<file path="src/hw/dimb_pkg.sv">
/*
 * Constants, field layouts and state codes shared by the DDR2
 * initialisation, mode register and burst ordering block.
 * Assumes a single system clock domain; pins arrive asynchronously.
 */
package dimb_pkg;

   // -----------------------------------------------------------
   // register map (byte addresses on the Avalon slave)
   // -----------------------------------------------------------
   localparam logic [4:0] REG_STATUS = 5'h00;
   localparam logic [4:0] REG_MR = 5'h04;
   localparam logic [4:0] REG_EMR = 5'h08;
   localparam logic [4:0] REG_EMR2 = 5'h0C;
   localparam logic [4:0] REG_EMR3 = 5'h10;
   localparam logic [4:0] REG_CTRL = 5'h14;

   // control register: bit 0 check enable, bit 1 error clear
   localparam int CTRL_CHK_BIT = 0;
   localparam int CTRL_CLR_BIT = 1;
   localparam logic CTRL_CHK_RST = 1'h1;

   // status register fields
   localparam int ST_READY_BIT = 0;
   localparam int ST_LOCK_BIT = 1;
   localparam int ST_CKE_BIT = 2;
   localparam int ST_ERR_BIT = 3;
   localparam int ST_STATE_LSB = 4;

   // -----------------------------------------------------------
   // mode register fields
   // -----------------------------------------------------------
   localparam int MR_W = 14;
   localparam int COL_W = 10;
   localparam int BT_BIT = 3;
   localparam int CL_LSB = 4;
   localparam int DLLRST_BIT = 8;
   localparam int A10_BIT = 10;
   localparam int WR_LSB = 9;
   localparam int PD_BIT = 12;
   localparam int OCD_LSB = 7;
   localparam logic [2:0] BL8_CODE = 3'h3;
   localparam logic [2:0] WR_BIAS = 3'h1;
   localparam logic [2:0] OCD_DEF = 3'h7;
   localparam logic [2:0] OCD_EXIT = 3'h0;
   localparam logic [MR_W-1:0] MR_RST = 14'h0000;
   // M13 and the self-clearing M8 never stay set
   localparam logic [MR_W-1:0] MR_KEEP = 14'h1EFF;
   localparam logic [MR_W-1:0] EMR_KEEP = 14'h1FFF;

   // bank address of each load mode target
   localparam logic [2:0] BA_MR = 3'h0;
   localparam logic [2:0] BA_EMR = 3'h1;
   localparam logic [2:0] BA_EMR2 = 3'h2;
   localparam logic [2:0] BA_EMR3 = 3'h3;

   // clock cycles of CK for DLL lock (200)
   localparam int DLL_CNT_W = 8;
   localparam logic [DLL_CNT_W-1:0] DLL_LOCK_CK = 8'hC8;

   // command code {RAS#, CAS#, WE#} with CS# low
   typedef enum logic [2:0] {
      CMD_LM = 3'h0,
      CMD_REF = 3'h1,
      CMD_PRE = 3'h2,
      CMD_ACT = 3'h3,
      CMD_WR = 3'h4,
      CMD_RD = 3'h5,
      CMD_NOP = 3'h7
   } dimb_cmd_e;

   // initialisation tracker, Gray coded along the sequence
   typedef enum logic [3:0] {
      S_PWRUP = 4'h0,
      S_CKE = 4'h1,
      S_PRE1 = 4'h3,
      S_EMR2 = 4'h2,
      S_EMR3 = 4'h6,
      S_DLLEN = 4'h7,
      S_DLLRST = 4'h5,
      S_PRE2 = 4'h4,
      S_REF1 = 4'hC,
      S_REF2 = 4'hD,
      S_MROP = 4'hF,
      S_OCDDEF = 4'hE,
      S_DONE = 4'hA
   } dimb_init_e;

endpackage

</file>
<file path="src/hw/dimb_sync.sv">
/*
 * Two flip-flop synchroniser for a vector of independent pin levels.
 * Assumes each bit is a level; the first stage feeds only the second.
 */
module dimb_sync #(
   parameter int W = 1
) (
   // clock and reset
   input wire logic clk,
   input wire logic srst,
   // levels
   input wire logic [W-1:0] d,
   output logic [W-1:0] q
);

   logic [W-1:0] meta_r;

   always_ff @(posedge clk) begin
      if (srst) begin
         meta_r <= '0;
         q <= '0;
      end else begin
         meta_r <= d;
         q <= meta_r;
      end
   end

endmodule

</file>
<file path="src/hw/dimb_burst.sv">
/*
 * Column order within a burst block: low three column bits for beat idx.
 * Assumes idx stays below the burst length; bit 2 holds for length 4.
 */
module dimb_burst (
   // burst setup
   input wire logic [2:0] start,
   input wire logic bl8,
   input wire logic intlv,
   // beat
   input wire logic [2:0] idx,
   output logic [2:0] col
);

   logic [2:0] seq_w;
   logic [2:0] ilv_w;
   logic [2:0] pick_w;

   // count up modulo the block, or xor with the beat count
   assign seq_w = 3'(start + idx);
   assign ilv_w = start ^ idx;
   assign pick_w = intlv ? ilv_w : seq_w;
   assign col = bl8 ? pick_w : {start[2], pick_w[1:0]};

endmodule

</file>
<file path="src/hw/dimb_top.sv">
/*
 * DDR2 device side: command capture, mode registers, init tracking,
 * DLL lock timing and burst column ordering, with an Avalon-MM slave.
 * Assumes CK and the command pins are asynchronous to CLK_SYS and that
 * CK is much slower than CLK_SYS, so every CK edge is seen.
 */
// What this block does
// - device is ready 200 clocks after the DLL reset load
// - load mode with all bank bits zero writes the whole mode register
// - mode bits hold until reloaded; the DLL reset bit clears itself
// - burst length is 4 or 8, the most columns per access
// - burst length applies to reads and writes alike
// - upper column bits select the block, low bits the start
// - a burst wraps inside its block and never crosses it
// - M3 selects sequential (zero) or interleaved (one) order
// - sequential order counts up from start modulo the burst length
// - interleaved order is start xor beat count
// - M4 to M6 set the read CAS latency, 3 to 7 clocks
// - M9 to M11 set write recovery delaying the auto precharge
// - M12 selects slow-exit active power-down when one
module dimb_top
   import dimb_pkg::*;
(
   // system
   input wire logic CLK_SYS,
   input wire logic SRST,
   // avalon-mm slave
   input wire logic [4:0] AVS_ADDRESS,
   input wire logic AVS_READ,
   input wire logic AVS_WRITE,
   input wire logic [31:0] AVS_WRITEDATA,
   input wire logic [3:0] AVS_BYTEENABLE,
   output logic [31:0] AVS_READDATA,
   output logic AVS_WAITREQUEST,
   // ddr2 command pins
   input wire logic CK,
   input wire logic CKE,
   input wire logic CS_N,
   input wire logic RAS_N,
   input wire logic CAS_N,
   input wire logic WE_N,
   input wire logic [2:0] BA,
   input wire logic [13:0] A,
   // device state
   output logic DEV_READY,
   output logic OUT_EN,
   output logic PD_SLOW,
   // burst beats
   output logic BEAT_VALID,
   output logic BEAT_WR,
   output logic [9:0] BEAT_COL,
   output logic AP_PULSE
);

   // -----------------------------------------------------------
   // pin capture
   // -----------------------------------------------------------
   logic [22:0] pins_s;
   logic ck_s, cke_s, cs_n_s;
   logic [2:0] cmd_s;
   logic [2:0] ba_s;
   logic [13:0] a_s;
   logic ck_d_r, cke_d_r;

   dimb_sync #(.W(23)) u_sync (
      .clk(CLK_SYS),
      .srst(SRST),
      .d({CK, CKE, CS_N, RAS_N, CAS_N, WE_N, BA, A}),
      .q(pins_s)
   );

   assign ck_s = pins_s[22];
   assign cke_s = pins_s[21];
   assign cs_n_s = pins_s[20];
   assign cmd_s = pins_s[19:17];
   assign ba_s = pins_s[16:14];
   assign a_s = pins_s[13:0];

   always_ff @(posedge CLK_SYS) begin
      if (SRST) begin
         ck_d_r <= 1'b0;
         cke_d_r <= 1'b0;
      end else begin
         ck_d_r <= ck_s;
         cke_d_r <= cke_s;
      end
   end

   // -----------------------------------------------------------
   // command decode
   // -----------------------------------------------------------
   logic ck_rise, ck_edge, cmd_v, cmd_act;
   logic is_lm, is_ref, is_pre, is_rd, is_wr, pre_all;
   logic lm_mr, lm_emr, lm_emr2, lm_emr3;

   assign ck_rise = ck_s & ~ck_d_r;
   assign ck_edge = ck_s ^ ck_d_r;
   assign cmd_v = ck_rise & cke_s & ~cs_n_s;
   assign cmd_act = cmd_v & (cmd_s != CMD_NOP);
   assign is_lm = cmd_v & (cmd_s == CMD_LM);
   assign is_ref = cmd_v & (cmd_s == CMD_REF);
   assign is_pre = cmd_v & (cmd_s == CMD_PRE);
   assign is_rd = cmd_v & (cmd_s == CMD_RD);
   assign is_wr = cmd_v & (cmd_s == CMD_WR);
   assign pre_all = is_pre & a_s[A10_BIT];
   assign lm_mr = is_lm & (ba_s == BA_MR);
   assign lm_emr = is_lm & (ba_s == BA_EMR);
   assign lm_emr2 = is_lm & (ba_s == BA_EMR2);
   assign lm_emr3 = is_lm & (ba_s == BA_EMR3);

   // -----------------------------------------------------------
   // mode registers
   // -----------------------------------------------------------
   logic [MR_W-1:0] mr_r, emr_r, emr2_r, emr3_r;

   always_ff @(posedge CLK_SYS) begin
      if (SRST) begin
         mr_r <= MR_RST;
         emr_r <= MR_RST;
         emr2_r <= MR_RST;
         emr3_r <= MR_RST;
      end else begin
         if (lm_mr) begin
            mr_r <= a_s & MR_KEEP;
         end
         if (lm_emr) begin
            emr_r <= a_s & EMR_KEEP;
         end
         if (lm_emr2) begin
            emr2_r <= a_s & EMR_KEEP;
         end
         if (lm_emr3) begin
            emr3_r <= a_s & EMR_KEEP;
         end
      end
   end

   // -----------------------------------------------------------
   // initialisation tracker
   // -----------------------------------------------------------
   dimb_init_e st_r, st_nxt, tgt;
   logic step_ok, seq_bad, seq_err_r, chk_en_r, ctrl_clr;
   logic [2:0] ocd_w;

   assign ocd_w = a_s[OCD_LSB +: 3];

   always_comb begin
      step_ok = 1'b0;
      tgt = st_r;
      case (st_r)
         S_PWRUP: begin
            tgt = S_CKE;
            step_ok = cke_s;
         end
         S_CKE: begin
            tgt = S_PRE1;
            step_ok = pre_all;
         end
         S_PRE1: begin
            tgt = S_EMR2;
            step_ok = lm_emr2;
         end
         S_EMR2: begin
            tgt = S_EMR3;
            step_ok = lm_emr3;
         end
         S_EMR3: begin
            tgt = S_DLLEN;
            step_ok = lm_emr & ~a_s[0];
         end
         S_DLLEN: begin
            tgt = S_DLLRST;
            step_ok = lm_mr & a_s[DLLRST_BIT];
         end
         S_DLLRST: begin
            tgt = S_PRE2;
            step_ok = pre_all;
         end
         S_PRE2: begin
            tgt = S_REF1;
            step_ok = is_ref;
         end
         S_REF1: begin
            tgt = S_REF2;
            step_ok = is_ref;
         end
         S_REF2: begin
            tgt = is_ref ? S_REF2 : S_MROP;
            step_ok = is_ref | (lm_mr & ~a_s[DLLRST_BIT]);
         end
         S_MROP: begin
            tgt = S_OCDDEF;
            step_ok = lm_emr & (ocd_w == OCD_DEF);
         end
         S_OCDDEF: begin
            tgt = S_DONE;
            step_ok = lm_emr & (ocd_w == OCD_EXIT);
         end
         S_DONE: begin
            tgt = S_DONE;
            step_ok = 1'b1;
         end
         default: begin
            tgt = S_PWRUP;
            step_ok = 1'b1;
         end
      endcase
   end

   // advance on the expected command; other commands flag an error
   assign st_nxt = (step_ok & (cmd_act | st_r == S_PWRUP)) ? tgt : st_r;
   assign seq_bad = chk_en_r & (
      (cmd_act & ~step_ok) |
      (is_lm & ba_s[2]) |
      (~cke_s & cke_d_r & st_r != S_PWRUP & st_r != S_DONE));

   always_ff @(posedge CLK_SYS) begin
      if (SRST) begin
         st_r <= S_PWRUP;
         seq_err_r <= 1'b0;
      end else begin
         st_r <= st_nxt;
         seq_err_r <= seq_bad | (seq_err_r & ~ctrl_clr);
      end
   end

   // -----------------------------------------------------------
   // dll lock timing
   // -----------------------------------------------------------
   logic [DLL_CNT_W-1:0] dll_cnt_r;
   logic dll_run_r, dll_locked, ready_r;

   assign dll_locked = dll_run_r & (dll_cnt_r == DLL_LOCK_CK);

   always_ff @(posedge CLK_SYS) begin
      if (SRST) begin
         dll_cnt_r <= '0;
         dll_run_r <= 1'b0;
         ready_r <= 1'b0;
      end else begin
         if (lm_mr & a_s[DLLRST_BIT]) begin
            dll_cnt_r <= '0;
            dll_run_r <= 1'b1;
         end else if (ck_rise & dll_run_r & ~dll_locked) begin
            dll_cnt_r <= dll_cnt_r + 8'h01;
         end
         ready_r <= dll_locked & (st_r == S_DONE);
      end
   end

   // -----------------------------------------------------------
   // burst sequencer
   // -----------------------------------------------------------
   logic pend_r, busy_r, wr_r, ap_arm_r, bl8_r, intlv_r;
   logic [2:0] lat_r, idx_r, lat_w, cl_w, idx_use, col_lo;
   logic [COL_W-1:0] start_r, col_w;
   logic first_go, beat_go, beat_last;

   assign cl_w = mr_r[CL_LSB +: 3];
   assign lat_w = is_rd ? cl_w : 3'(cl_w - 3'h1);
   assign first_go = pend_r & ck_rise & (lat_r == 3'h1);
   assign beat_go = (first_go | (busy_r & ck_edge)) & cke_s;
   assign idx_use = first_go ? 3'h0 : idx_r;
   assign beat_last = beat_go & (idx_use == (bl8_r ? 3'h7 : 3'h3));

   dimb_burst u_burst (
      .start(start_r[2:0]),
      .bl8(bl8_r),
      .intlv(intlv_r),
      .idx(idx_use),
      .col(col_lo)
   );

   assign col_w = {start_r[COL_W-1:3], col_lo};

   always_ff @(posedge CLK_SYS) begin
      if (SRST) begin
         pend_r <= 1'b0;
         busy_r <= 1'b0;
         lat_r <= 3'h0;
         idx_r <= 3'h0;
         start_r <= '0;
         wr_r <= 1'b0;
         ap_arm_r <= 1'b0;
         bl8_r <= 1'b0;
         intlv_r <= 1'b0;
      end else if (is_rd | is_wr) begin
         pend_r <= 1'b1;
         busy_r <= 1'b0;
         lat_r <= lat_w;
         start_r <= a_s[COL_W-1:0];
         wr_r <= is_wr;
         ap_arm_r <= is_wr & a_s[A10_BIT];
         bl8_r <= mr_r[2:0] == BL8_CODE;
         intlv_r <= mr_r[BT_BIT];
      end else begin
         if (pend_r & ck_rise) begin
            lat_r <= 3'(lat_r - 3'h1);
         end
         if (first_go) begin
            pend_r <= 1'b0;
         end
         if (beat_go) begin
            idx_r <= 3'(idx_use + 3'h1);
            busy_r <= ~beat_last;
         end
      end
   end

   // write recovery before the internal auto precharge
   logic ap_run_r;
   logic [2:0] ap_cnt_r;

   always_ff @(posedge CLK_SYS) begin
      if (SRST) begin
         ap_run_r <= 1'b0;
         ap_cnt_r <= 3'h0;
         AP_PULSE <= 1'b0;
      end else begin
         AP_PULSE <= ap_run_r & ck_rise & (ap_cnt_r == 3'h1);
         if (beat_last & wr_r & ap_arm_r) begin
            ap_run_r <= 1'b1;
            ap_cnt_r <= 3'(mr_r[WR_LSB +: 3] + WR_BIAS);
         end else if (ap_run_r & ck_rise) begin
            ap_cnt_r <= 3'(ap_cnt_r - 3'h1);
            ap_run_r <= ap_cnt_r != 3'h1;
         end
      end
   end

   always_ff @(posedge CLK_SYS) begin
      if (SRST) begin
         BEAT_VALID <= 1'b0;
         BEAT_WR <= 1'b0;
         BEAT_COL <= '0;
      end else begin
         BEAT_VALID <= beat_go;
         if (beat_go) begin
            BEAT_WR <= wr_r;
            BEAT_COL <= col_w;
         end
      end
   end

   assign DEV_READY = ready_r;
   assign OUT_EN = cke_s;
   assign PD_SLOW = mr_r[PD_BIT];

   // -----------------------------------------------------------
   // avalon-mm slave: one wait state on every access
   // -----------------------------------------------------------
   logic ack_r, req, wr_fire, ctrl_hit;
   logic [4:0] word_addr;
   logic [31:0] status_w, rd_mux;

   assign req = AVS_READ | AVS_WRITE;
   assign AVS_WAITREQUEST = req & ~ack_r;
   assign wr_fire = AVS_WRITE & ack_r;
   assign word_addr = {AVS_ADDRESS[4:2], 2'h0};
   assign ctrl_hit = wr_fire & (word_addr == REG_CTRL) & AVS_BYTEENABLE[0];
   assign ctrl_clr = ctrl_hit & AVS_WRITEDATA[CTRL_CLR_BIT];
   assign status_w = {24'h000000, st_r, seq_err_r, cke_s, dll_locked,
      ready_r};
   assign rd_mux =
      (word_addr == REG_STATUS) ? status_w :
      (word_addr == REG_MR) ? {18'h00000, mr_r} :
      (word_addr == REG_EMR) ? {18'h00000, emr_r} :
      (word_addr == REG_EMR2) ? {18'h00000, emr2_r} :
      (word_addr == REG_EMR3) ? {18'h00000, emr3_r} :
      (word_addr == REG_CTRL) ? {31'h00000000, chk_en_r} : 32'h00000000;

   always_ff @(posedge CLK_SYS) begin
      if (SRST) begin
         ack_r <= 1'b0;
         AVS_READDATA <= 32'h00000000;
         chk_en_r <= CTRL_CHK_RST;
      end else begin
         ack_r <= req & ~ack_r;
         if (AVS_READ & ~ack_r) begin
            AVS_READDATA <= rd_mux;
         end
         if (ctrl_hit) begin
            chk_en_r <= AVS_WRITEDATA[CTRL_CHK_BIT];
         end
      end
   end
endmodule

</file>
<file path="config.mk">
export PLATFORM = sky130hd
export DESIGN_NAME = dimb_top
export DESIGN_NICKNAME = d
export VERILOG_FILES = /design/src/hw/dimb_pkg.sv /design/src/hw/dimb_sync.sv /design/src/hw/dimb_burst.sv /design/src/hw/dimb_top.sv
export SDC_FILE = /design/constraint.sdc
export NUM_CORES = 1
export LEC_CHECK = 0
export ABC_AREA = 1
export BUFFER_PORTS_ARGS = -buffer_cell sky130_fd_sc_hd__buf_4
export CORE_ASPECT_RATIO = 0.8
export CORE_MARGIN = 1.5
export CORE_UTILIZATION = 50
export CTS_CLUSTER_DIAMETER = 120
export CTS_CLUSTER_SIZE = 28
export DETAILED_ROUTE_END_ITERATION = 10
export GPL_TIMING_DRIVEN = 1
export PLACE_DENSITY = 0.79
export SLEW_MARGIN = 10
export SYNTH_ARGS = -nofsm -noshare
export SYNTH_HDL_FRONTEND = slang
export SYNTH_SLANG_ARGS = --single-unit
</file>
<file path="constraint.sdc">
create_clock -name CLK_SYS -period 2.5 [get_ports CLK_SYS]
set_clock_uncertainty 0.05 [all_clocks]
set_input_delay 0.5 -clock CLK_SYS [delete_from_list [all_inputs] [get_ports CLK_SYS]]
set_output_delay 0.5 -clock CLK_SYS [all_outputs]
set_load 0.005 [all_outputs]
</file>
======== Yosys cells after proc, flatten, opt, wreduce, memory -nomap -nowiden ========
Index checks and enable logic that the tools add are counted.
storage, ports and cells
  flip-flop bits (word level) ............. 187
  latch bits .............................. 0
  memory bits (writable) .................. 0
  ROM bits ................................ 0
  input bits .............................. 68
  output and inout bits ................... 49
  logic and storage cells ................. 176
  memories ................................ 0
operators by class
  $add $sub $neg .......................... 7
  $mul .................................... 0
  div/mod/pow operators ................... 0
  order comparisons ....................... 0
  equality and inequality tests ........... 33
  shifts and indexed selects .............. 0
  muxes and demuxes ....................... 22
  bitwise logic cells ..................... 68
  reduce and logical (&&, ||, !) cells .... 15
operator list
  operator                                                            count
  13-bit two-way mux                                                  5
  4-bit one-hot mux with 12 select lines                              1
  1-bit bitwise AND                                                   47
  3-bit two-way mux                                                   9
  4-bit == test, second input constant                                5
  3-bit by 2-bit == test with 1-bit output, second input constant     6
  4-bit by 3-bit == test with 1-bit output, second input constant     4
  3-bit by 1-bit == test with 1-bit output, second input constant     5
  3-bit == test, second input constant                                5
  1-bit inverter                                                      11
  1-bit one-hot mux with 10 select lines                              1
  2-bit OR reduction                                                  5
  3-bit logical NOT                                                   3
  3-bit by 1-bit subtractor with 3-bit output, second input constant  3
  8-bit by 1-bit adder with 8-bit output, second input constant       1
  4-bit by 2-bit == test with 1-bit output, second input constant     2
  8-bit == test, second input constant                                1
  1-bit bitwise OR                                                    8
  3-bit by 1-bit adder with 3-bit output, second input constant       2
  2-bit nonzero test                                                  3
  5-bit logical NOT                                                   1
  1-bit two-way mux                                                   5
  4-bit by 1-bit == test with 1-bit output, second input constant     1
  4-bit logical NOT                                                   1
  other kinds (10)                                                    10

======== Depth between registers and ports, before layout ========
Gate-level depths: netlist (run 1).
  depth in word-level cells ............... 15
  depth in mapped cells ................... 15
  depth with buffers taken out ............ 15

======== Modules after synthesis ========
A second synthesis (run 1) with hierarchy kept.
unflattened totals
  cell total of the unflattened synthesis .. 923
  area, all modules ....................... 7045.5 um^2
modules (own cells, without submodules)
  module      instances  cells each  area an instance (um^2)  sequential area each (um^2)
  dimb_top    1          763         5616.6                   2442.3
  dimb_sync   1          143         1322.5                   920.9
  dimb_burst  1          17          106.4                    0.0

======== Worst setup path before layout (run 1) ========
No wires, ideal clock.
  kind .................................... register -> register
  start point ............................. register ck_d_r
  end point ............................... register BEAT_COL[2]
  data arrival time ....................... 1.998 ns
  required time ........................... 2.334 ns
  slack ................................... 0.335 ns
  stages on the path, launching flop included .. 16
  path buffers ............................ 0
  path through ............................ dfxtp_1 > inv_1 > ha_1 > nand2_2 > nor2_4 > nor2_1 > ha_1 > inv_1 > fa_1 > nor2_1 > nand2_1 > nand3_1 > xor2_1 > nand2_1 > o211ai_1 > inv_1
on the way
  longest elaborated chain between the ends .. 8
RTL lines
  item                                      line                                text
  start: declaration                        dimb_top.sv:63                      logic ck_d_r, cke_d_r;
  start signal: assignment                  dimb_top.sv:84                      ck_d_r <= ck_s;
  1-bit inverter                            dimb_top.sv:96                      assign ck_rise = ck_s & ~ck_d_r;
  1-bit bitwise AND                         dimb_top.sv:96
  1-bit bitwise AND (2 in a row)            dimb_top.sv:261                     assign first_go = pend_r & ck_rise & (lat_r == 3'h1);
  3-bit two-way mux                         dimb_top.sv:263                     assign idx_use = first_go ? 3'h0 : idx_r;
  3-bit adder or 3-bit XOR (tied branches)  dimb_burst.sv:20, dimb_burst.sv:21
  3-bit two-way mux                         dimb_burst.sv:22                    assign pick_w = intlv ? ilv_w : seq_w;
  3-bit two-way mux                         dimb_burst.sv:23                    assign col = bl8 ? pick_w : {start[2], pick_w[1:0]};
  end signal: assignment                    dimb_top.sv:340                     BEAT_COL <= col_w;
  end: declaration                          dimb_top.sv:51                      output logic [9:0] BEAT_COL,
Several ways; a longest one is shown, not always the timed one.
A chain may end at the register's enable or synchronous reset.

======== Worst setup path in the final report (run 1) ========
Same ends and word-level chain as after synthesis.

==> reports/metrics.csv, run 1 <==
stage,metric,value,unit
clock_network,cts_inserted_buffers,17,
sta,worst_slew_pin_slew,0.695,ns
finish,num_antenna_cells,0,
yosys,avgSynthCellArea,7.56,um2
routing,ant_nets,0,
sta,finalHoldViolCount,0,
finish,fin_util,59.7,%
worst_hold_path,hp-class,input pin to register,
routing,drtIter0Drc,440,
placed_design,dpl_cell_area,7500,um2
clock_network,clock_latency,0.43,ns
finish,layout.cells.non_filler,1164,
sta,fmax,439,MHz
setup_path,cp_common_cell,inv_1,
finish,design_area,8070,um2
yosys,synthTopCellsByCount,"166 x dfxtp_1, 164 x inv_1, 117 x nor2_1, 105 x o21ai_0, 95 x a21oi_1",
setup_path,worst-path-max-fanout,4,
clock_network,clockBufferDepth,2,
finish,drive_gt1_share,12.3,%
sta,fin_crit_sh,91.0,%
global_route,grt_max_degree,69,
finish,finalNetCount,1052,
setup_path,critPathKind,register to register,
global_route,antenna_found_initial,0,
setup_path,startpoint_type,register,
clock_network,cts_htree_levels,4,
floorplan,io_pins,117,
routing,drc_errors,0,
yosys,muxShareOfSynthArea,0,%
yosys,synth.distinct_cells,42,
worst_hold_path,holdPathStages,3,
clock_network,postCtsSetupBuffers,0,
setup_path,cp_top_family,adder cells,
placed_design,io_buffers,61,
sta,max_slew_margin,53.6,%
pwr,leakagePower,3.44,nW
clock_network,path_clk_slew,0.06,ns
clock_network,cts_tree,built,
global_route,grt_pass1_vias,5285,
floorplan,die_w,134,um
yosys,synthAdderAreaFrac,2.46,%
routing,vias,5880,
sta,setup_violations,0,
yosys,ys_ff_latch,166,
setup_path,r2r_setup_slack,0.22,ns
setup_path,r2r_start,ck_d_r,
sta,finalSetupTns,0,ns
global_route,grt-ovfl-total,0,
yosys,synth_top_family_by_area,compound AO/OA/AOI/OAI gates,
routing,drt_first_pass_iters,6,
global_route,grt_pass1_wl,25200,um
routing,wire_per_inst,13.2,um
yosys,synth-compound-area-share,19.0,%
setup_path,end_kind,register,
floorplan,initial_core_util,51.1,%
sta,rsz0062_at_grt,false,
placed_design,post-dp-hpwl,10800,um
setup_path,cp.arrival,2.55,ns
floorplan,rows,38,
setup_path,cp.required,2.77,ns
yosys,synth.area.top_cells,"dfxtp_1 48%, inv_1 8.9%, o21ai_0 7.6%, a21oi_1 6.9%, nor2_1 6.4%",
clock_network,clock-sinks,166,
yosys,netlist_instances,913,
yosys,synth_ff_type,dfxtp_1,
yosys,synth_xor_xnor_area_share,0.888,%
sta,maxSlewViolCount,0,
placed_design,place.gp.congestion,0.903,
yosys,ys_async_sr_fraction,0,%
routing,drt-total-wl,15300,um
worst_hold_path,hold_start,CK,
yosys,yosysMostFrequentCell,dfxtp_1,
clock_network,hold_buffers,0,
yosys,synth.top_cell.area_share,48.1,%
outcome,outcome,finished clean,
setup_path,max_stage_delay,0.39,ns
clock_network,cts.repair.resized,0,
routing,vias_per_cell,5.05,
setup_path,path_depth,14,
setup_path,cp_cell_sequence,inv_1 > ha_1 > nand2_2 > nor2_4 > nor2_2 > ha_1 > inv_1 > fa_1 > o21ai_0 > nand3_1 > xor2_1 > nand2_1 > o211ai_1 > inv_1,
yosys,seq_area_frac_synth,48.1,%
yosys,yosysTopAreaCell,dfxtp_1,
clock_network,root_buffer,clkbuf_16,
floorplan,core,13500,um2
yosys,synth_edf_count,0,
setup_path,cpMaxStageDelayCell,fa_1,
yosys,synth_warnings,0,
setup_path,r2r_end,BEAT_COL[2],
setup_path,r2r_cells,14,
job,max-cap-violations,0,
floorplan,die_height,108,um
sta,whs,0.215,ns
global_route,grt_util_all_layers,22.2,%
yosys,yosys.area_share.simple,16.1,%
finish,syn_to_final_growth,16.8,%
floorplan,dieArea,14500,um2
yosys,syn_area,6910,um2
worst_hold_path,whs_endpoint,u_sync.meta_r[22],
setup_path,cp.buffers_inverters,3,
sta,min_period,2.28,ns
pwr,vdd_ir_drop_max,0.492,mV
placed_design,dp.cells,1132,
pwr,powerDensity,713,nW/um2
-- per-stage QoR --
stage	setup WS, ns	total power [mW]
finish	0.224	5.75
global route	0.0244	5.97
CTS	0.161	5.77
detailed placement	0.228	3.31
global placement	0.293	3.31
floorplan	0.335	3.18
-- registers in the layout (all words and copies together) (netlist names), 3 cells and up --
signal,flops
st_r,4
u_sync.meta_r,22
emr2_r,13
u_sync.q,22
ap_cnt_r,3
lat_r,3
BEAT_COL,10
mr_r,12
AVS_READDATA,13
emr_r,13
emr3_r,13
start_r,10
idx_r,3
dll_cnt_r,8
-- worst max path at each step --
stage	from	end
global route	lat_r[1]	BEAT_COL[2]
floorplan	ck_d_r	BEAT_COL[2]
CTS	ck_d_r	BEAT_COL[2]
global placement	ck_d_r	BEAT_COL[2]
finish	ck_d_r	BEAT_COL[2]
detailed placement	ck_d_r	BEAT_COL[2]
-- logic make-up (layout without fill, tap and decap cells) --
logic type / Yosys count / in the layout
and+or+nand+nor: 259 / 259
AOI/OAI and AO/OA: 244 / 244
buffers and inverters: 223 / 276
DFF: 166 / 166
adders and majority gates: 13 / 13
xor gates and xnor gates: 7 / 7
other: 1 / 19
-- report_power, final --
part           switching [mW]  total, mW  leakage, nW  internal [mW]
clock                    1.07       2.49        0.265           1.42
sequential             0.0744       2.79         1.35           2.71
combinational           0.299      0.473         1.82          0.174
-- final cells by class --
type                    count  area (um2)
fillers                  1233        5440
flip-flops and latches    166        3320
multi-input cells         542        2730
inverters                 168         632
repair buffers             76         596
clock buffers              21         460
well taps                 180         225
clock inverters            11         101
-- worst min-delay path, stage by stage --
cell and delay [ns]:
buf_4 0.08, inv_1 0.03, nor2_1 0.06
-- routing by layer --
metal | up-vias | global-route usage [%] | wire [um]
met5 | - | 0 | 0
met4 | 0 | 8.76 | 329
met3 | 31 | 5.34 | 1020
met2 | 179 | 35.2 | 6960
met1 | 2660 | 29.5 | 7010
li1 | 3010 | - | -
-- layout by cell type (no fill, tap or decap), types with 3 or more instances in the layout --
cell type   Yosys  final
nand2_1        88     88
xnor2_1         3      3
clkinvlp_4      0      4
xor2_1          4      4
o21ai_0       105    105
o22ai_1         9      9
nand3_1        21     21
o21ai_1         6      6
o221ai_1       10     10
clkbuf_16       0     17
buf_4          20     74
nor3_1          9      9
nor2_1        117    116
ha_1           12     12
a31oi_1         8      8
dfxtp_1       166    166
a21oi_1        95     95
conb_1          1     19
clkinv_2        1      4
o211ai_1        6      6
nand2_2         3      3
inv_1         164    164
nand4_1         7      7
(Power assumes the default switching activity.)
==> inputs of run 2 (changes only) <==
--- a/config.mk
+++ b/config.mk
@@ -5,16 +5,16 @@
 export SDC_FILE = /design/constraint.sdc
 export NUM_CORES = 1
 export LEC_CHECK = 0
-export ABC_AREA = 1
+export ABC_AREA = 0
 export BUFFER_PORTS_ARGS = -buffer_cell sky130_fd_sc_hd__buf_4
 export CORE_ASPECT_RATIO = 0.8
 export CORE_MARGIN = 1.5
-export CORE_UTILIZATION = 50
+export CORE_UTILIZATION = 55
 export CTS_CLUSTER_DIAMETER = 120
 export CTS_CLUSTER_SIZE = 28
 export DETAILED_ROUTE_END_ITERATION = 10
 export GPL_TIMING_DRIVEN = 1
-export PLACE_DENSITY = 0.79
+export PLACE_DENSITY = 0.85
 export SLEW_MARGIN = 10
 export SYNTH_ARGS = -nofsm -noshare
 export SYNTH_HDL_FRONTEND = slang
==> reports/metrics.csv, run 2 <==
stage,metric,value,unit
outcome,outcome,finished clean,
sta,finalSetupTns,0,ns
routing,drt-total-wl,15700,um
finish,layout_commonest_cell,dfxtp_1,
finish,nFillCells,1008,
setup_path,cp.buffers_inverters,1,
worst_hold_path,holdPathStages,2,
worst_hold_path,hold_start,A[5],
clock_network,clock_latency,0.43,ns
routing,drt_first_pass_iters,6,
finish,num_antenna_cells,0,
setup_path,r2r_start,st_r[0],
global_route,grt_max_degree,66,
setup_path,cpMaxStageDelayCell,dfxtp_1,
sta,worst_slew_pin_slew,0.685,ns
floorplan,die_w,128,um
floorplan,initial_core_util,56.5,%
worst_hold_path,hp-class,input pin to register,
yosys,synthTopCellsByCount,"166 x dfxtp_1, 140 x nand2_1, 80 x a21oi_1, 73 x nor2_1, 54 x nor2b_1",
yosys,ys_ff_latch,166,
routing,drtIter0Drc,636,
placed_design,place.gp.congestion,0.915,
clock_network,clockBufferDepth,2,
floorplan,dieArea,13200,um2
floorplan,die_height,103,um
finish,syn_to_final_growth,16.7,%
sta,setup_violations,0,
routing,drc_errors,0,
global_route,grt-ovfl-total,0,
pwr,p_total,5.46,mW
yosys,synth.area.top_cells,"dfxtp_1 48%, nand2_1 7.7%, a21oi_1 5.8%, nor2b_1 4.9%, nor2_1 4.0%",
sta,maxSlewViolCount,0,
yosys,seq_area_frac_synth,48.4,%
finish,reg_top3,"u_sync.meta_r x22, u_sync.q x22",
setup_path,cp_cell_sequence,nand2b_4 > or3_1 > a211oi_2 > nor4_2 > buf_4 > a21oi_1 > nor3_1,
pwr,leakagePower,3.11,nW
routing,vias_per_cell,5.47,
yosys,yosysMostFrequentCell,dfxtp_1,
yosys,yosysTopAreaCell,dfxtp_1,
sta,max_slew_margin,53.7,%
sta,fin_crit_sh,94.2,%
finish,final_cell_mix,"166 x dfxtp_1, 140 x nand2_1, 86 x buf_4",
clock_network,cts_inserted_buffers,17,
global_route,antenna_found_initial,0,
sta,rsz0062_at_grt,false,
job,max-cap-violations,0,
routing,ant_nets,0,
yosys,synth.top_cell.area_share,48.4,%
placed_design,post-dp-hpwl,10500,um
clock_network,root_buffer,clkbuf_16,
routing,wire_per_inst,15.6,um
pwr,powerDensity,681,nW/um2
yosys,synth_warnings,0,
setup_path,startpoint_type,register,
clock_network,path_clk_slew,0.06,ns
setup_path,cp_top_family,simple AND/OR/NAND/NOR gates,
global_route,grt_util_all_layers,24.9,%
sta,fmax,425,MHz
setup_path,end_kind,register,
clock_network,cts_tree,built,
floorplan,io_pins,117,
placed_design,io_buffers,61,
yosys,synth_ff_type,dfxtp_1,
setup_path,cp.required,2.80,ns
finish,multi_input_area,3210,um2
sta,finalHoldViolCount,0,
setup_path,r2r_end,seq_err_r,
setup_path,cp.arrival,2.65,ns
clock_network,clock-sinks,166,
global_route,grt_pass1_vias,5015,
finish,seq_area,3320,um2
yosys,netlist_instances,782,
yosys,synth_edf_count,0,
worst_hold_path,whs_endpoint,u_sync.meta_r[5],
setup_path,critPathKind,register to register,
routing,vias,5495,
setup_path,worst-path-max-fanout,15,
setup_path,max_stage_delay,0.64,ns
sta,min_period,2.36,ns
yosys,syn_area,6870,um2
finish,finalNetCount,920,
finish,design_area,8010,um2
setup_path,r2r_cells,7,
floorplan,core,12200,um2
global_route,grt_pass1_wl,25100,um
yosys,ys_async_sr_fraction,0,%
setup_path,r2r_setup_slack,0.14,ns
yosys,avgSynthCellArea,8.78,um2
placed_design,dpl_cell_area,7430,um2
clock_network,cts_htree_levels,4,
finish,drive_gt1_share,16.1,%
floorplan,rows,36,
pwr,vdd_ir_drop_max,0.490,mV
yosys,synth.distinct_cells,60,
-- run 2: cell types whose count changed in the layout (fill, tap and decap cells not counted), moves of 12 or more --
cell      delta
buf_4       +12
nor2_1      -43
a211oi_1    +16
nand2_1     +52
a21oi_1     -15
mux2i_1     +16
inv_1      -146
nor2b_1     +54
o21ai_0     -97
-- run 2: where the power goes --
| group | leakage [nW] | internal [mW] | switching (mW) |
|---|---|---|---|
| Sequential | 1.35 | 2.70 | 0.0480 |
| Clock | 0.267 | 1.37 | 1.09 |
| Combinational | 1.50 | 0.117 | 0.135 |
| Total | 3.11 | 4.18 | 1.27 |
-- run 2: repair_timing --
item / 4_1_cts / 5_1_grt
endpoints found under the setup margin: 0 / 2
endpoints found under the hold margin: 0 / 0
buffers inserted: 0 / 2
gates resized for setup: 0 / 1
hold buffers: 0 / 0
-- run 2: area by class of cell --
cell class	count	area share, %
clock buffers	17	5.31
clock inverters	15	1.64
inverters	18	0.843
multi-input cells	549	40.0
flip-flops and latches	166	41.5
well taps	152	2.37
repair buffers	87	8.31
-- run 2: kinds of logic (layout without fill, tap and decap cells) --
logic type	after synthesis	count (layout)	share of synthesized area (%)
buf+inv	85	137	5.94
flops	166	166	48.4
mux	29	29	5.45
compound gates	138	138	12.0
other cells	1	19	0.0546
xor+xnor	18	18	2.30
simple gates	332	332	23.4
fa+ha+maj	13	13	2.48
-- run 2: worst max path at each step --
stage	start	endpoint	slack (ns)	cells after the start
after floorplan	lat_r[1]	BEAT_COL[2]	0.30	12
after global placement	ck_d_r	ap_cnt_r[0]	0.26	11
after detailed placement	ck_d_r	ap_cnt_r[0]	0.16	11
after CTS	ck_d_r	ap_cnt_r[0]	0.14	11
after global routing	ck_d_r	BEAT_COL[2]	0.01	12
final	st_r[0]	seq_err_r	0.14	7
-- run 2: stage by stage --
| step | worst slack [ns] | util [%] | hold slack, ns | cells |
|---|---|---|---|---|
| final | 0.145 | 65.9 | 0.228 | 1004 |
| after global routing | 0.0101 | 65.9 | 0.223 | 1004 |
| after CTS | 0.143 | 65.7 | 0.222 | 1002 |
| after detailed placement | 0.162 | 61.1 | 0.370 | 970 |
| after global placement | 0.263 | 61.1 | 0.367 | 970 |
| after floorplan | 0.297 | - | 0.364 | 800 |
-- run 2: worst register-to-register path: cells and delay by family (launching register included) --
kind            cells  cell delay [ns]
buf+inv             1             0.23
compound gates      2             0.17
flops               1             0.64
simple gates        4             1.18
-- run 2: metal layers --
layer  track usage, %  routed length [um]  vias to the layer above
met5                0                   0                        -
met2             38.4                6890                      245
met4             11.6                 443                        0
met1             33.4                7040                     2501
li1                 -                   -                     2713
met3             5.86                1310                       36
==> inputs of run 3 (changes only) <==
--- a/config.mk
+++ b/config.mk
@@ -9,12 +9,12 @@
 export BUFFER_PORTS_ARGS = -buffer_cell sky130_fd_sc_hd__buf_4
 export CORE_ASPECT_RATIO = 0.8
 export CORE_MARGIN = 1.5
-export CORE_UTILIZATION = 55
+export CORE_UTILIZATION = 39
 export CTS_CLUSTER_DIAMETER = 120
 export CTS_CLUSTER_SIZE = 28
 export DETAILED_ROUTE_END_ITERATION = 10
 export GPL_TIMING_DRIVEN = 1
-export PLACE_DENSITY = 0.85
+export PLACE_DENSITY = 0.66
 export SLEW_MARGIN = 10
 export SYNTH_ARGS = -nofsm -noshare
 export SYNTH_HDL_FRONTEND = slang
==> reports/metrics.csv, run 3 (synthesized netlist as in run 2, its figures left out) <==
stage,metric,value,unit
finish,multi_input_area,3210,um2
clock_network,clock-sinks,166,
sta,finalSetupTns,0,ns
sta,worst_slew_pin_slew,0.711,ns
global_route,grt_util_all_layers,18.1,%
floorplan,die_height,122,um
routing,drtIter0Drc,382,
floorplan,die_w,151,um
floorplan,rows,43,
global_route,grt_pass1_vias,4814,
sta,max_slew_margin,52.1,%
clock_network,cts_inserted_buffers,17,
finish,nFillCells,1658,
sta,setup_violations,0,
floorplan,core,17300,um2
clock_network,cts_htree_levels,4,
clock_network,clockBufferDepth,2,
placed_design,post-dp-hpwl,11000,um
setup_path,r2r_start,u_sync.q[22],
setup_path,cp.required,2.79,ns
finish,layout_commonest_cell,dfxtp_1,
global_route,grt-ovfl-total,0,
routing,drt_first_pass_iters,5,
sta,fmax,432,MHz
sta,min_period,2.32,ns
clock_network,path_clk_slew,0.06,ns
finish,design_area,8100,um2
pwr,vdd_ir_drop_max,0.451,mV
routing,wire_per_inst,14.6,um
sta,fin_crit_sh,92.6,%
routing,drt-total-wl,15700,um
finish,final_cell_mix,"166 x dfxtp_1, 140 x nand2_1, 88 x buf_4",
floorplan,dieArea,18400,um2
setup_path,crit_start,u_sync.q[22],
setup_path,r2r_cells,8,
setup_path,cpMaxStageDelayCell,or4_1,
floorplan,initial_core_util,39.8,%
finish,finalNetCount,921,
placed_design,dpl_cell_area,7540,um2
global_route,antenna_found_initial,0,
setup_path,startpoint_type,register,
setup_path,critPathKind,register to register,
finish,num_antenna_cells,0,
clock_network,cts_tree,built,
clock_network,hold_buffers,0,
finish,reg_top3,"u_sync.meta_r x22, u_sync.q x22",
sta,rsz0062_at_grt,false,
placed_design,place.gp.congestion,0.889,
outcome,outcome,finished clean,
setup_path,r2r_end,st_r[2],
pwr,powerDensity,670,nW/um2
sta,maxSlewViolCount,0,
placed_design,io_buffers,61,
setup_path,r2r_setup_slack,0.18,ns
setup_path,worst-path-max-fanout,8,
routing,vias_per_cell,4.97,
routing,vias,5356,
setup_path,end_kind,register,
pwr,leakagePower,3.11,nW
sta,finalHoldViolCount,0,
setup_path,cp.arrival,2.61,ns
job,max-cap-violations,0,
global_route,grt_max_degree,50,
finish,drive_gt1_share,16.2,%
finish,seq_area,3320,um2
setup_path,cp_cell_sequence,ha_1 > buf_4 > and4bb_2 > nand4b_1 > o22ai_1 > nor4_4 > or4_1 > a21oi_1,
setup_path,max_stage_delay,0.48,ns
global_route,grt_pass1_wl,25400,um
routing,ant_nets,0,
finish,syn_to_final_growth,18.0,%
worst_hold_path,hp-class,input pin to register,
floorplan,io_pins,117,
clock_network,root_buffer,clkbuf_16,
routing,drc_errors,0,
setup_path,critPathCapture,st_r[2],
clock_network,clock_latency,0.42,ns
[run 3: cell types whose count changed in the layout (fill, tap and decap cells not counted), sizes merged]
cell and change:
clkinv -5, inv +4, clkbuf +2, buf +1, bufinv -1
[run 3: final cells by class]
type,count,share of cell area (%)
flip-flops and latches,166,41.0
well taps,225,3.47
inverters,18,0.834
clock buffers,19,5.47
repair buffers,88,8.15
multi-input cells,549,39.7
clock inverters,13,1.37
[run 3: what timing repair did]
action,4_1_cts,5_1_grt
gates resized for setup,0,3
setup buffers,0,0
setup endpoints to repair,0,3
[run 3: how the worst min path moves through the flow]
stage / slack, ns / cells past startpoint / from / endpoint
3_5_place_dp: 0.37 / 1 / u_sync.meta_r[19] / u_sync.q[19]
3_3_place_gp: 0.37 / 1 / u_sync.meta_r[6] / u_sync.q[6]
6_report: 0.23 / 2 / CAS_N / u_sync.meta_r[18]
4_1_cts: 0.23 / 2 / BA[2] / u_sync.meta_r[16]
5_1_grt: 0.22 / 2 / CAS_N / u_sync.meta_r[18]
2_1_floorplan: 0.36 / 1 / u_sync.meta_r[0] / u_sync.q[0]
[run 3: metrics by stage]
step                      worst slack, ns  power (mW)  hold slack (ns)  cells  util [%]
after floorplan                     0.297        2.95            0.364    800         -
after global routing               0.0238        5.63            0.223   1078      46.9
after detailed placement            0.172        3.05            0.370   1046      43.6
after global placement              0.214        3.05            0.367   1046      43.6
after CTS                           0.171        5.48            0.225   1078      46.8
final                               0.184        5.43            0.233   1078      46.9
[run 3: power by group]
part           leakage, nW  total (mW)  internal, mW  switching (mW)
combinational         1.50       0.255         0.117           0.138
clock                0.260        2.44          1.32            1.11
sequential            1.35        2.74          2.70          0.0445
total                 3.11        5.43          4.14            1.30
[run 3: layer usage]
metal  vias up  global-route usage, %  wire length, um
met3        16                   4.46             1110
met4         0                   5.22              195
met2       188                   25.5             6300
li1       2716                      -                -
met1      2436                   27.2             8130
met5         -                      0                0
[run 3: critical path: cells and delay by family (launching register included)]
family                     cells  cell delay, ns
DFF                            1            0.33
adders and majority gates      1            0.21
and+or+nand+nor                4            1.06
AOI/OAI and AO/OA              2            0.42
buffers and inverters          1            0.17
